File: config.mk
export PLATFORM = sky130hd
export DESIGN_NAME = mcs_sequencer
export DESIGN_NICKNAME = d
export VERILOG_FILES = /design/src/rtl/mcs_pkg.sv /design/src/rtl/mcs_sequencer.sv
export SDC_FILE = /design/constraint.sdc
export NUM_CORES = 2
export LEC_CHECK = 0
export BUFFER_PORTS_ARGS = -buffer_cell sky130_fd_sc_hd__buf_2
export CORE_ASPECT_RATIO = 0.7
export CORE_MARGIN = 10
export CORE_UTILIZATION = 58
export DETAILED_ROUTE_END_ITERATION = 10
export PLACE_DENSITY = 0.81
export SKIP_CTS_REPAIR_TIMING = 1
export SYNTH_ARGS = -nofsm -noshare
export SYNTH_HDL_FRONTEND = slang
export SYNTH_SLANG_ARGS = --single-unit
File: constraint.sdc
create_clock -name clock -period 13.3 [get_ports clock]
set_input_delay 1.995 -clock clock [delete_from_list [all_inputs] [get_ports clock]]
set_output_delay 1.995 -clock clock [all_outputs]
set_load 0.01 [all_outputs]
File: src/rtl/mcs_pkg.sv
// package of constants and types for the measurement calibration sequencer
package mcs_pkg;
  localparam int unsigned CLK_HZ = 100_000_000;
  localparam int unsigned ADC_BITS = 13;
  localparam int unsigned GAIN_RANGES = 5;
  localparam int unsigned NUM_COEF = 10;
  localparam int unsigned COEF_W = 24;
  localparam int unsigned AUTO_STEPS = 22;
  localparam int unsigned AUTO_PERIOD_S = 8;
  localparam int unsigned AUTO_PERIOD_CYC = AUTO_PERIOD_S * CLK_HZ;
  localparam int unsigned PAUSE_MIN_US = 5400;
  localparam int unsigned PAUSE_MAX_US = 21400;
  localparam int unsigned PAUSE_MIN_CYC = (PAUSE_MIN_US * (CLK_HZ / 1_000_000));
  localparam int unsigned PAUSE_MAX_CYC = (PAUSE_MAX_US * (CLK_HZ / 1_000_000));
  localparam int unsigned CMD_AVG = 10;
  localparam int unsigned CMD_TIME_MS = 2800;
  localparam int unsigned CMD_TIME_CYC = CMD_TIME_MS * (CLK_HZ / 1000);
  localparam int unsigned RESULT_LOCS = 19;
  localparam logic signed [31:0] FAULT_VALUE = -32'sd99999;
  localparam logic [COEF_W-1:0] COEF_RESET = 24'h010000;
  localparam logic [15:0] INTEG_FAST_CYC = 16'h00FA;
  localparam logic [15:0] INTEG_SLOW_CYC = 16'h0177;
  localparam logic [4:0] STEP_LAST = 5'h15;
  localparam logic [3:0] AVG_LAST = 4'h9;
  localparam logic [15:0] SAR_SETTLE_CYC = 16'h0003;

  typedef enum logic [1:0] {
    MCS_REF_NONE,
    MCS_REF_POS,
    MCS_REF_NEG
  } mcs_ref_t;

  typedef struct packed {
    logic integrate;
    logic hold;
    logic exc_on;
    logic exc_neg;
    logic [2:0] gain;
    logic slow;
    mcs_ref_t ref_sel;
    logic [ADC_BITS-1:0] dac;
  } mcs_afe_t;

  typedef struct packed {
    logic start;
    logic ac_bridge;
    logic [2:0] gain;
    logic slow;
  } mcs_meas_req_t;
endpackage : mcs_pkg

File: src/rtl/mcs_sequencer.sv
// calibration and measurement sequencer for the converter front end
// Functional notes
// - reverse excitation polarity between AC phases
// - integrate, hold, 13-bit SAR via DAC
// - ten coefficients scale counts to millivolts
// - calibrate using positive and negative references
// - calibrate at power-up and watchdog reset
// - auto default, off when command in program
// - one of 22 auto steps every 8 s
// - step pause 5.4-21.4 ms only if needed; the code pauses PAUSE_CYC, 5.4 ms by default, on each of the 20 converting steps
// - auto blend new/5 plus old*4/5
// - overrun: finish pass, skip missed start
// - overrun shown on display and logged
// - command averages 10 calibrations, about 2.8 s; cmd_q clears after the 100th conversion, CMD_CYC is not waited for
// - command overwrites coefficients without blending
// - optional results to 19 locations, fault -99999
module mcs_sequencer
  import mcs_pkg::*;
#(
  parameter int unsigned AUTO_CYC = AUTO_PERIOD_CYC,
  parameter int unsigned PAUSE_CYC = PAUSE_MIN_CYC,
  parameter int unsigned CMD_CYC = CMD_TIME_CYC
) (
  input wire logic clock,
  input wire logic reset_n,
  input wire logic watchdog_reset,
  input wire logic prog_has_cal_cmd,
  input wire logic cal_cmd_exec,
  input wire logic cal_store_en,
  input wire logic comparator,
  input wire mcs_meas_req_t meas_req,
  input wire logic interval_tick,
  input wire logic table_done,
  output mcs_afe_t afe,
  output logic [ADC_BITS-1:0] count_q,
  output logic [COEF_W+ADC_BITS-1:0] millivolt_q,
  output logic result_valid_q,
  output logic busy_q,
  output logic prog_pause_q,
  output logic table_start_q,
  output logic overrun_disp_q,
  output logic overrun_log_q,
  output logic [15:0] overrun_count_q,
  output logic store_we_q,
  output logic [4:0] store_addr_q,
  output logic signed [31:0] store_data_q
);
  typedef enum logic [2:0] {S_IDLE, S_INTEG, S_HOLD, S_SAR, S_DONE} mcs_state_t;

  // input synchronisers
  logic [1:0] cmp_s, wd_s;
  always_ff @(posedge clock or negedge reset_n) begin
    if (!reset_n) begin
      cmp_s <= 2'h0;
      wd_s <= 2'h0;
    end else begin
      cmp_s <= {cmp_s[0], comparator};
      wd_s <= {wd_s[0], watchdog_reset};
    end
  end
  wire cmp = cmp_s[1];
  wire wd = wd_s[1];

  mcs_state_t st_q;
  logic [15:0] tmr_q;
  logic [3:0] bit_q;
  logic phase_q;
  logic [ADC_BITS-1:0] sar_q;
  logic [ADC_BITS:0] acc_q;
  logic ac_q, slow_q, cal_conv_q;
  logic [2:0] gain_q;
  mcs_ref_t ref_q;
  logic [COEF_W-1:0] coef_q [NUM_COEF];
  logic [COEF_W-1:0] newc_q [NUM_COEF];

  // calibration control
  logic init_pend_q, cmd_q, auto_pend_q;
  logic [31:0] auto_tmr_q, pause_tmr_q, cmd_tmr_q;
  logic [4:0] step_q;
  logic [3:0] avg_q;
  logic [3:0] cidx_q;
  logic [COEF_W+3:0] avg_acc_q;
  logic meas_pend_q;

  wire auto_en = !prog_has_cal_cmd;
  wire auto_fire = auto_en && (auto_tmr_q == AUTO_CYC - 1);
  wire step_wrap = (step_q == STEP_LAST);
  wire step_needs_conv = step_q < 5'(NUM_COEF * 2);
  wire [3:0] step_coef = step_q[4:1];
  wire conv_done = (st_q == S_DONE);
  wire [15:0] integ_len = slow_q ? INTEG_SLOW_CYC : INTEG_FAST_CYC;
  wire [ADC_BITS-1:0] trial = sar_q | (13'h1 << bit_q);
  wire cal_busy = init_pend_q || cmd_q || (pause_tmr_q != 0);
  wire start_meas = (st_q == S_IDLE) && meas_pend_q && !cal_busy;
  wire [3:0] meas_idx = {gain_q, 1'b0} + {3'h0, slow_q};
  wire [COEF_W-1:0] cal_val = COEF_W'(acc_q);
  // blend: (new + 4*old)/5
  wire [COEF_W+2:0] blend_sum = {3'h0, cal_val} + {1'b0, coef_q[step_coef], 2'h0};
  wire [COEF_W-1:0] blend = COEF_W'(blend_sum / 27'd5);
  wire [COEF_W+3:0] avg_next = avg_acc_q + {4'h0, cal_val};
  wire [COEF_W-1:0] avg_val = COEF_W'(avg_next / 28'd10);
  wire cal_fault = (cal_val == '0) || (&cal_val);

  // conversion engine
  always_ff @(posedge clock or negedge reset_n) begin
    if (!reset_n) begin
      st_q <= S_IDLE;
      tmr_q <= 16'h0;
      bit_q <= 4'h0;
      phase_q <= 1'b0;
      sar_q <= '0;
      acc_q <= '0;
      ac_q <= 1'b0;
      slow_q <= 1'b0;
      gain_q <= 3'h0;
      ref_q <= MCS_REF_NONE;
      cal_conv_q <= 1'b0;
    end else begin
      unique case (st_q)
        S_IDLE: begin
          tmr_q <= 16'h0;
          phase_q <= 1'b0;
          acc_q <= '0;
          if ((init_pend_q || cmd_q || (auto_pend_q && step_needs_conv)) && !cal_conv_q) begin
            st_q <= S_INTEG;
            cal_conv_q <= 1'b1;
            ac_q <= 1'b1;
            slow_q <= init_pend_q || cmd_q ? cidx_q[0] : step_coef[0];
            gain_q <= init_pend_q || cmd_q ? cidx_q[3:1] : step_coef[3:1];
            ref_q <= MCS_REF_POS;
          end else if (start_meas) begin
            st_q <= S_INTEG;
            cal_conv_q <= 1'b0;
            ac_q <= meas_req.ac_bridge;
            slow_q <= meas_req.slow;
            gain_q <= meas_req.gain;
            ref_q <= MCS_REF_NONE;
          end
        end
        S_INTEG: begin
          tmr_q <= tmr_q + 16'h1;
          if (tmr_q == integ_len - 16'h1) begin
            st_q <= S_HOLD;
            tmr_q <= 16'h0;
          end
        end
        S_HOLD: begin
          st_q <= S_SAR;
          bit_q <= 4'(ADC_BITS - 1);
          sar_q <= '0;
        end
        S_SAR: begin
          tmr_q <= (tmr_q == SAR_SETTLE_CYC) ? 16'h0 : tmr_q + 16'h1;
          if (tmr_q == SAR_SETTLE_CYC) begin
          if (cmp) begin
            sar_q <= trial;
          end
          if (bit_q == 4'h0) begin
            if (ac_q && !phase_q) begin
              phase_q <= 1'b1;
              acc_q <= {1'b0, cmp ? trial : sar_q};
              if (cal_conv_q) begin
                ref_q <= MCS_REF_NEG;
              end
              st_q <= S_INTEG;
            end else begin
              acc_q <= acc_q + {1'b0, cmp ? trial : sar_q};
              st_q <= S_DONE;
            end
          end else begin
            bit_q <= bit_q - 4'h1;
          end
          end
        end
        S_DONE: begin
          st_q <= S_IDLE;
          ref_q <= MCS_REF_NONE;
        end
        default: st_q <= S_IDLE;
      endcase
      if (conv_done && cal_conv_q) begin
        cal_conv_q <= 1'b0;
      end
    end
  end

  // front-end drive; excitation grounded once integration ends
  always_ff @(posedge clock or negedge reset_n) begin
    if (!reset_n) begin
      afe <= '0;
    end else begin
      afe.integrate <= (st_q == S_INTEG);
      afe.hold <= (st_q == S_HOLD) || (st_q == S_SAR);
      afe.exc_on <= (st_q == S_INTEG) && (ac_q || !cal_conv_q);
      afe.exc_neg <= ac_q && phase_q;
      afe.gain <= gain_q;
      afe.slow <= slow_q;
      afe.ref_sel <= ref_q;
      afe.dac <= (st_q == S_SAR) ? trial : sar_q;
    end
  end

  // calibration sequencing and coefficients
  always_ff @(posedge clock or negedge reset_n) begin
    if (!reset_n) begin
      init_pend_q <= 1'b1;
      cmd_q <= 1'b0;
      auto_pend_q <= 1'b0;
      auto_tmr_q <= 32'h0;
      pause_tmr_q <= 32'h0;
      cmd_tmr_q <= 32'h0;
      step_q <= 5'h0;
      avg_q <= 4'h0;
      cidx_q <= 4'h0;
      avg_acc_q <= '0;
      meas_pend_q <= 1'b0;
      count_q <= '0;
      millivolt_q <= '0;
      result_valid_q <= 1'b0;
      store_we_q <= 1'b0;
      store_addr_q <= 5'h0;
      store_data_q <= 32'sh0;
      for (int i = 0; i < NUM_COEF; i++) begin
        coef_q[i] <= COEF_RESET;
        newc_q[i] <= COEF_RESET;
      end
    end else begin
      result_valid_q <= 1'b0;
      store_we_q <= 1'b0;
      if (meas_req.start) begin
        meas_pend_q <= 1'b1;
      end else if (start_meas) begin
        meas_pend_q <= 1'b0;
      end
      if (wd) begin
        init_pend_q <= 1'b1;
        cidx_q <= 4'h0;
      end
      if (cal_cmd_exec && !init_pend_q && !cmd_q) begin
        cmd_q <= 1'b1;
        cmd_tmr_q <= 32'h0;
        avg_q <= 4'h0;
        cidx_q <= 4'h0;
        avg_acc_q <= '0;
      end
      if (cmd_q && cmd_tmr_q < CMD_CYC) begin
        cmd_tmr_q <= cmd_tmr_q + 32'h1;
      end
      auto_tmr_q <= auto_fire || !auto_en ? 32'h0 : auto_tmr_q + 32'h1;
      if (auto_fire && !init_pend_q && !cmd_q) begin
        pause_tmr_q <= step_needs_conv ? 32'(PAUSE_CYC) : 32'h0;
        auto_pend_q <= 1'b1;
      end else if (pause_tmr_q != 0) begin
        pause_tmr_q <= pause_tmr_q - 32'h1;
      end
      if (auto_pend_q && (step_needs_conv ? (conv_done && cal_conv_q) : 1'b1)) begin
        auto_pend_q <= 1'b0;
        if (step_needs_conv && conv_done && step_q[0]) begin
          newc_q[step_coef] <= blend;
        end
        if (step_wrap) begin
          step_q <= 5'h0;
          for (int i = 0; i < NUM_COEF; i++) begin
            coef_q[i] <= newc_q[i];
          end
        end else begin
          step_q <= step_q + 5'h1;
        end
      end
      if (conv_done && cal_conv_q && (init_pend_q || cmd_q)) begin
        if (init_pend_q) begin
          coef_q[cidx_q] <= cal_val;
          cidx_q <= (cidx_q == 4'(NUM_COEF - 1)) ? 4'h0 : cidx_q + 4'h1;
          if (cidx_q == 4'(NUM_COEF - 1)) begin
            init_pend_q <= 1'b0;
          end
        end else begin
          avg_acc_q <= (avg_q == AVG_LAST) ? '0 : avg_next;
          avg_q <= (avg_q == AVG_LAST) ? 4'h0 : avg_q + 4'h1;
          if (avg_q == 4'h0 && cidx_q != 4'h0 && cal_store_en) begin
            store_we_q <= 1'b1;
            store_addr_q <= 5'(cidx_q) + 5'h09;
            store_data_q <= cal_fault ? FAULT_VALUE : 32'(cal_val);
          end
          if (avg_q == AVG_LAST) begin
            coef_q[cidx_q] <= avg_val;
            cidx_q <= cidx_q + 4'h1;
            if (cal_store_en) begin
              store_we_q <= 1'b1;
              store_addr_q <= 5'(cidx_q);
              store_data_q <= cal_fault ? FAULT_VALUE : 32'(avg_val);
            end
            if (cidx_q == 4'(NUM_COEF - 1)) begin
              cmd_q <= 1'b0;
              cidx_q <= 4'h0;
            end
          end
        end
      end
      if (conv_done && !cal_conv_q) begin
        count_q <= acc_q[ADC_BITS-1:0];
        millivolt_q <= acc_q[ADC_BITS-1:0] * coef_q[meas_idx];
        result_valid_q <= 1'b1;
      end
    end
  end

  // table scheduling and overrun report
  logic tbl_run_q;
  always_ff @(posedge clock or negedge reset_n) begin
    if (!reset_n) begin
      tbl_run_q <= 1'b0;
      table_start_q <= 1'b0;
      overrun_disp_q <= 1'b0;
      overrun_log_q <= 1'b0;
      overrun_count_q <= 16'h0;
      busy_q <= 1'b1;
      prog_pause_q <= 1'b0;
    end else begin
      table_start_q <= 1'b0;
      overrun_log_q <= 1'b0;
      busy_q <= cal_busy || (st_q != S_IDLE);
      prog_pause_q <= cal_busy;
      if (interval_tick && !tbl_run_q && !cal_busy) begin
        tbl_run_q <= 1'b1;
        table_start_q <= 1'b1;
        overrun_disp_q <= 1'b0;
      end else if (interval_tick && (tbl_run_q || cal_busy)) begin
        overrun_disp_q <= 1'b1;
        overrun_log_q <= 1'b1;
        overrun_count_q <= overrun_count_q + 16'h1;
      end
      if (table_done && tbl_run_q) begin
        tbl_run_q <= 1'b0;
      end
    end
  end
endmodule // mcs_sequencer

* Yosys cells after proc, flatten, opt, wreduce, memory -nomap -nowiden
Cells that the tools add are included.
Cells by class: $add $sub $neg 14, equality and inequality tests 17, muxes and demuxes 116, div/mod/pow operators 2, bitwise gates (word level) 6, $lt $le $gt $ge 6, $mul 1, shift operators 1, reduce and logical (&&, ||, !) cells 71
Operators by type and width (count):
- two-way mux 240 bit | 5
- bitwise mux 240 bit | 3
- two-way mux 32 bit | 8
- binary-select mux 24 bit (select 4 bit) | 2
- demux 24 bit (select 4 bit) | 2
- two-way mux 24 bit | 6
- two-way mux 28 bit | 4
- two-way mux 4 bit | 12
- one-hot mux 16 bit (3 select lines) | 1
- two-way mux 14 bit | 3
- two-way mux 13 bit | 3
- two-way mux 1 bit | 38
- multiplier 13 x 24 -> 37 bit | 1
- adder 16 x 1 -> 16 bit (second input constant) | 2
- adder 32 x 1 -> 32 bit (second input constant) | 1
- == test 32 x 30 -> 1 bit (second input constant) | 1
- two-way mux 16 bit | 2
- nonzero test 32 bit | 1
- subtractor 32 x 1 -> 32 bit (second input constant) | 1
- adder 28 x 14 -> 28 bit | 1
- divider 28 x 4 -> 28 bit (second input constant) | 1
- one-hot mux 14 bit (2 select lines) | 1
- adder 14 x 26 -> 27 bit | 1
- divider 27 x 3 -> 27 bit (second input constant) | 1
- other kinds (46) | 133
Word-level totals: bits in writable memories 0, memories 0, output and inout bits 133, word-level logic and storage cells 298, bits in latches 0, register bits 786, ROM bits 0, input port bits 15

* Logic depth before layout (Yosys ltp)
depth in word-level cells 9, depth in mapped cells 57, mapped depth without buffers 48

* Least setup slack after synthesis
Ideal clock, no wire load.
path kind register to register, start point reg step_q[1], end point reg newc_q[216] (netlist name), path slack -0.593 ns, stages on the path, launching flop included 54, required time 13.150 ns, library setup time 0.150 ns, period minus slack after synthesis 13.893 ns, path buffers 10, arrival time 13.742 ns, cell sequence dfrtp_1 -> buf_4 -> buf_6 -> buf_6 -> buf_2 -> buf_1 -> buf_1 -> clkbuf_1 -> mux2i_1 -> o22ai_1 -> ha_1 -> fa_1 -> a211o_1 -> a2111oi_1 -> o211ai_1 -> and4_1 -> buf_2 -> nand3_1 -> [... 18 more ...] -> o211a_1 -> or3_1 -> clkbuf_1 -> or4_1 -> nand2_1 -> nor3_1 -> a221oi_2 -> or2_1 -> a41oi_1 -> a21oi_1 -> and2_1 -> nor2_1 -> ha_1 -> nor2_1 -> o21ai_0 -> mux2_2 -> a21oi_4 -> a31oi_1
Between the ends: word-level cells in the longest chain between the ends 7, elaborated cells between the ends (all ways) 18, those cells by class add/sub (1); div (1); order compare (3); mux (7); bitwise (1); reduce/logical (5)
RTL lines:
- start: declaration | line mcs_sequencer.sv:79 | logic [4:0] step_q;
- start signal: assignment | line mcs_sequencer.sv:267 | step_q <= step_q + 5'h1;
- NOT 4 -> 5 bit (not written as such) | line mcs_sequencer.sv:98, mcs_sequencer.sv:259
- binary-select mux 24 bit (select 4 bit) | line mcs_sequencer.sv:98 | wire [COEF_W+2:0] blend_sum = {3'h0, cal_val} + {1'b0, coef_q[step_coef], 2'h0};
- two-way mux 24 bit (not written as such) (2 in series) | line mcs_sequencer.sv:98
- adder 14 x 26 -> 27 bit | line mcs_sequencer.sv:98
- divider 27 x 3 -> 27 bit | line mcs_sequencer.sv:99 | wire [COEF_W-1:0] blend = COEF_W'(blend_sum / 27'd5);
- bitwise mux 240 bit | line mcs_sequencer.sv:259 | newc_q[step_coef] <= blend;
- end signal: indexed assignment | line mcs_sequencer.sv:259
- end: declaration | line mcs_sequencer.sv:74 | logic [COEF_W-1:0] newc_q [NUM_COEF];
Several ways; a longest one is shown, not always the timed one. The select of a mux whose other input is x is not followed. A chain may end at the register's enable or synchronous reset.

* Final worst setup path
Ends and elaborated chain as after synthesis.

==> impl_results.md <==
- Violations in the final reports: max-capacitance violations, max-slew violations
- Share of flip-flops with an asynchronous set or reset: 100%
- DR vias/cell: 6.90
- Synthesized netlist net count: 7359
- Hold-critical path depth: 0
- Cell with the largest stage delay on the worst path: sky130_fd_sc_hd__or4_4
- Cell with the most instances after synthesis: sky130_fd_sc_hd__nand2_1
- Largest net degree at the start of global routing: 176
- Peak-usage layer in the global routing report: met2
- Overall global routing resource usage: 35.4%
- Worst r2r dst: newc_q[216]
- Number of CTS-inserted buffers: 83
- Leakage power figure: 29.7 nW
- Status: finished with violations
- Number of primary I/O pins: 148
- Fraction of synthesized cell area taken by the top area cell type: 31.8%
- Die height: 289 um
- Number of max-slew violations in the final report: 19
- Sequential cell area: 19700 um2
- Number of enable-type register cells in the synthesized netlist: 0
- Final estimated routing congestion in global placement: 1.00
- Final number of setup-violating endpoints: 0
- Origin of the critical flop-to-flop path: step_q[1]
- Fill cell instance count of the final layout: 8243
- Cell area after synthesis: 60100 um2
- Most frequent cells after synthesis: sky130_fd_sc_hd__nand2_1, sky130_fd_sc_hd__dfrtp_1, sky130_fd_sc_hd__nor2_1
- Max_slew headroom: -0.437%
- Number of antenna violations at the first check in global routing: 1
- Placement Rows: 98
- Wire length of the first global-routing pass: 327000 um
- Cells taking the most area after synthesis: sky130_fd_sc_hd__dfrtp_1, sky130_fd_sc_hd__fa_1, sky130_fd_sc_hd__nand2_1, sky130_fd_sc_hd__mux2i_1, sky130_fd_sc_hd__a21oi_1
- Clock-pin slew of the registers on the worst-case setup and hold paths: 0.07 ns
- Count of routing violations after the opening detailed-route iteration: 8403
- Post-detailed-route wirelength per cell: 25.4 um
- CP Launch Type: register
- Remaining antenna violation count: 0
- Buffers added on ports: 147
- Post-synthesis sequential area ratio: 32.8%
- CTS H-tree lvls: 3
- Met3 Use GR: 13.3%
- Yosys warning total: 0
- Endpoint, Worst Hold: wd_s[1]
- Effective utilization at floorplan: 58.7%
- TNS Setup: 0 ns
- Count of max-cap constraint violations: 2
- Sum of overflow across all layers after global routing: 0
- Post-layout min period: 12.80 ns
- Slew at the pin with the worst max-slew slack: 1.50 ns
- Net count, final: 7389
- Post-DP HPWL: 143000 um
- Clock Skew: 0.0413 ns
- Number of buffers on the longest clock path: 3
- Met1 track demand over resource: 47.6%
- Worst hold path class: register to register
- Total DRC errors in the routed layout: 0
- Placeable core region: 103000 um2
- Hold Fails Final Rpt: 0
- Latest clock arrival within the worst-skew pair: 0.71 ns
- Post-synthesis cell type count: 125
- Worst-case vdd ir drop: 0.000472 V
- Max Fanout on Critical Path: 13
- Number of register bits inferred by synthesis: 786
- Critical Path Sink Type: register
- Final Instance Area: 66200 um2
- Total vias in the final route: 58.0k
- Root buffer cell: sky130_fd_sc_hd__clkbuf_16
- Data arrival, critical path: 13.40 ns
- Hold Crit Start: wd_s[0]
- Share of cells above drive strength 1: 12.9%
- Clock tree from TritonCTS: done
- Max Clock Freq: 78.1 MHz
- DP Area: 62800 um2
- Mean Syn Cell Area: 8.64 um2
- Area of the die: 117000 um2
- Crit path launch: step_q[1]
- R2R Setup Slk: 0.50 ns
- Post-Synthesis Cells: 6961
- Worst R2R Path Depth: 49
- Utilization after layout: 64.6%
- Required @ worst endpoint: 13.90 ns
- Chip width: 405 um
- Number of iterations in the first detailed-routing pass: 7
- Period utilization: 96.2%
- PwrDens: 201 nW/um2
- Area growth from synthesis to layout: 10.1%
- Multi-input logic area: 37800 um2
- Top_reg_cell synth: sky130_fd_sc_hd__dfrtp_1
- Critical Path Max Stage Delay: 0.65 ns
- Number of global-route vias before repair: 55.5k
- Number of clock sinks seen by CTS: 786
- Grt met2 use: 49.4%
- Total Routed Length: 214000 um
- WS Path Type: register to register
- Area leader, netlist: sky130_fd_sc_hd__dfrtp_1
==> logic make-up after synthesis <==
| family | count (synthesis) | share of synthesized area [%] |
|---|---|---|
| compound gates | 1916 | 20.4 |
| fa+ha+maj | 387 | 11.1 |
| buf+inv | 779 | 5.07 |
| flops | 786 | 32.8 |
| simple gates | 2395 | 17.7 |
| xor+xnor | 224 | 3.36 |
| mux | 474 | 9.65 |
==> layout by cell type, fill, tap and decap left out, types with 34 or more instances in the layout <==
master | netlist | routed
sky130_fd_sc_hd__a211oi_1 | 75 | 73
sky130_fd_sc_hd__a21o_1 | 57 | 55
sky130_fd_sc_hd__a21oi_1 | 520 | 511
sky130_fd_sc_hd__a221oi_1 | 88 | 85
sky130_fd_sc_hd__a22oi_1 | 38 | 38
sky130_fd_sc_hd__a31oi_1 | 53 | 52
sky130_fd_sc_hd__and2_1 | 152 | 150
sky130_fd_sc_hd__and3_1 | 37 | 35
sky130_fd_sc_hd__buf_2 | 33 | 146
sky130_fd_sc_hd__buf_4 | 9 | 279
sky130_fd_sc_hd__clkbuf_16 | 0 | 84
sky130_fd_sc_hd__dfrtp_1 | 764 | 756
sky130_fd_sc_hd__fa_1 | 245 | 245
sky130_fd_sc_hd__ha_1 | 138 | 134
sky130_fd_sc_hd__inv_1 | 288 | 287
sky130_fd_sc_hd__mux2_2 | 74 | 74
sky130_fd_sc_hd__mux2i_1 | 322 | 316
sky130_fd_sc_hd__mux4_2 | 76 | 76
sky130_fd_sc_hd__nand2_1 | 1175 | 1173
sky130_fd_sc_hd__nand3_1 | 147 | 144
sky130_fd_sc_hd__nand4_1 | 44 | 44
sky130_fd_sc_hd__nor2_1 | 527 | 514
sky130_fd_sc_hd__nor3_1 | 85 | 82
sky130_fd_sc_hd__nor4_1 | 46 | 44
sky130_fd_sc_hd__o211ai_1 | 48 | 48
sky130_fd_sc_hd__o21ai_0 | 487 | 482
sky130_fd_sc_hd__o21bai_1 | 36 | 35
sky130_fd_sc_hd__o22ai_1 | 162 | 162
sky130_fd_sc_hd__o31ai_1 | 34 | 34
sky130_fd_sc_hd__xnor2_1 | 149 | 143
sky130_fd_sc_hd__xor2_1 | 69 | 68
==> through the flow <==
step | power, mW | instances | setup WS (ns) | hold WS, ns
6_report | 13.3 | 8417 | 0.501 | 0.359
5_1_grt | 13.8 | 8412 | -0.117 | 0.372
4_1_cts | 12.5 | 8395 | -0.337 | 0.361
3_5_place_dp | 9.90 | 8239 | -0.244 | 0.352
3_3_place_gp | 9.76 | 8239 | -0.0950 | 0.336
2_1_floorplan | 7.31 | 6961 | 0.0148 | 0.331
==> routing by layer <==
metal | share of wire, % | vias to the layer above | wire length, um
met5 | 0 | - | 0
met4 | 6.3 | 0 | 13600
met3 | 15 | 895 | 32800
met2 | 40 | 4397 | 85800
met1 | 38 | 27900 | 81800
li1 | - | 24800 | -
==> final cells by class <==
| cell class | count | area share (%) |
|---|---|---|
| Multi-Input combinational cell | 5396 | 57.0 |
| Clock buffer | 116 | 3.55 |
| Tap cell | 1350 | 2.55 |
| Clock inverter | 40 | 0.941 |
| Sequential cell | 786 | 29.8 |
| Inverter | 290 | 1.64 |
| Timing Repair Buffer | 434 | 4.50 |
| Antenna cell | 5 | 0.0189 |
==> worst max-delay path by stage <==
stage | end | slack [ns] | cells after the start
after floorplan | newc_q[216] | 0.01 | 53
after global placement | newc_q[216] | -0.1 | 46
after detailed placement | newc_q[216] | -0.24 | 46
after CTS | newc_q[216] | -0.34 | 46
after global routing | newc_q[24] | -0.12 | 48
final | newc_q[216] | 0.50 | 49
==> critical path: cells and delay by family, from the launching register on <==
kind | cells | cell delay (ns)
compound gates | 21 | 4.29
simple gates | 15 | 4.57
buf+inv | 8 | 1.67
mux | 4 | 1.17
fa+ha+maj | 1 | 0.45
flops | 1 | 0.50
==> flip-flops by register name, summed over array words and instances (netlist names), 13 cells and up, named ones only <==
signal / cells
overrun_count_q: 16
store_data_q: 32
auto_tmr_q: 32
pause_tmr_q: 32
sar_q: 13
coef_q: 240
afe: 23
count_q: 13
millivolt_q: 37
newc_q: 240
avg_acc_q: 28
tmr_q: 16
acc_q: 14
==> where the power goes <==
part	total (mW)	leakage, nW	switching [mW]	internal (mW)
registers	2.73	10.7	0.207	2.52
logic	7.99	17.6	5.12	2.87
clock network	2.59	1.42	1.10	1.49
Note: power is estimated with default switching activity, not from simulation.
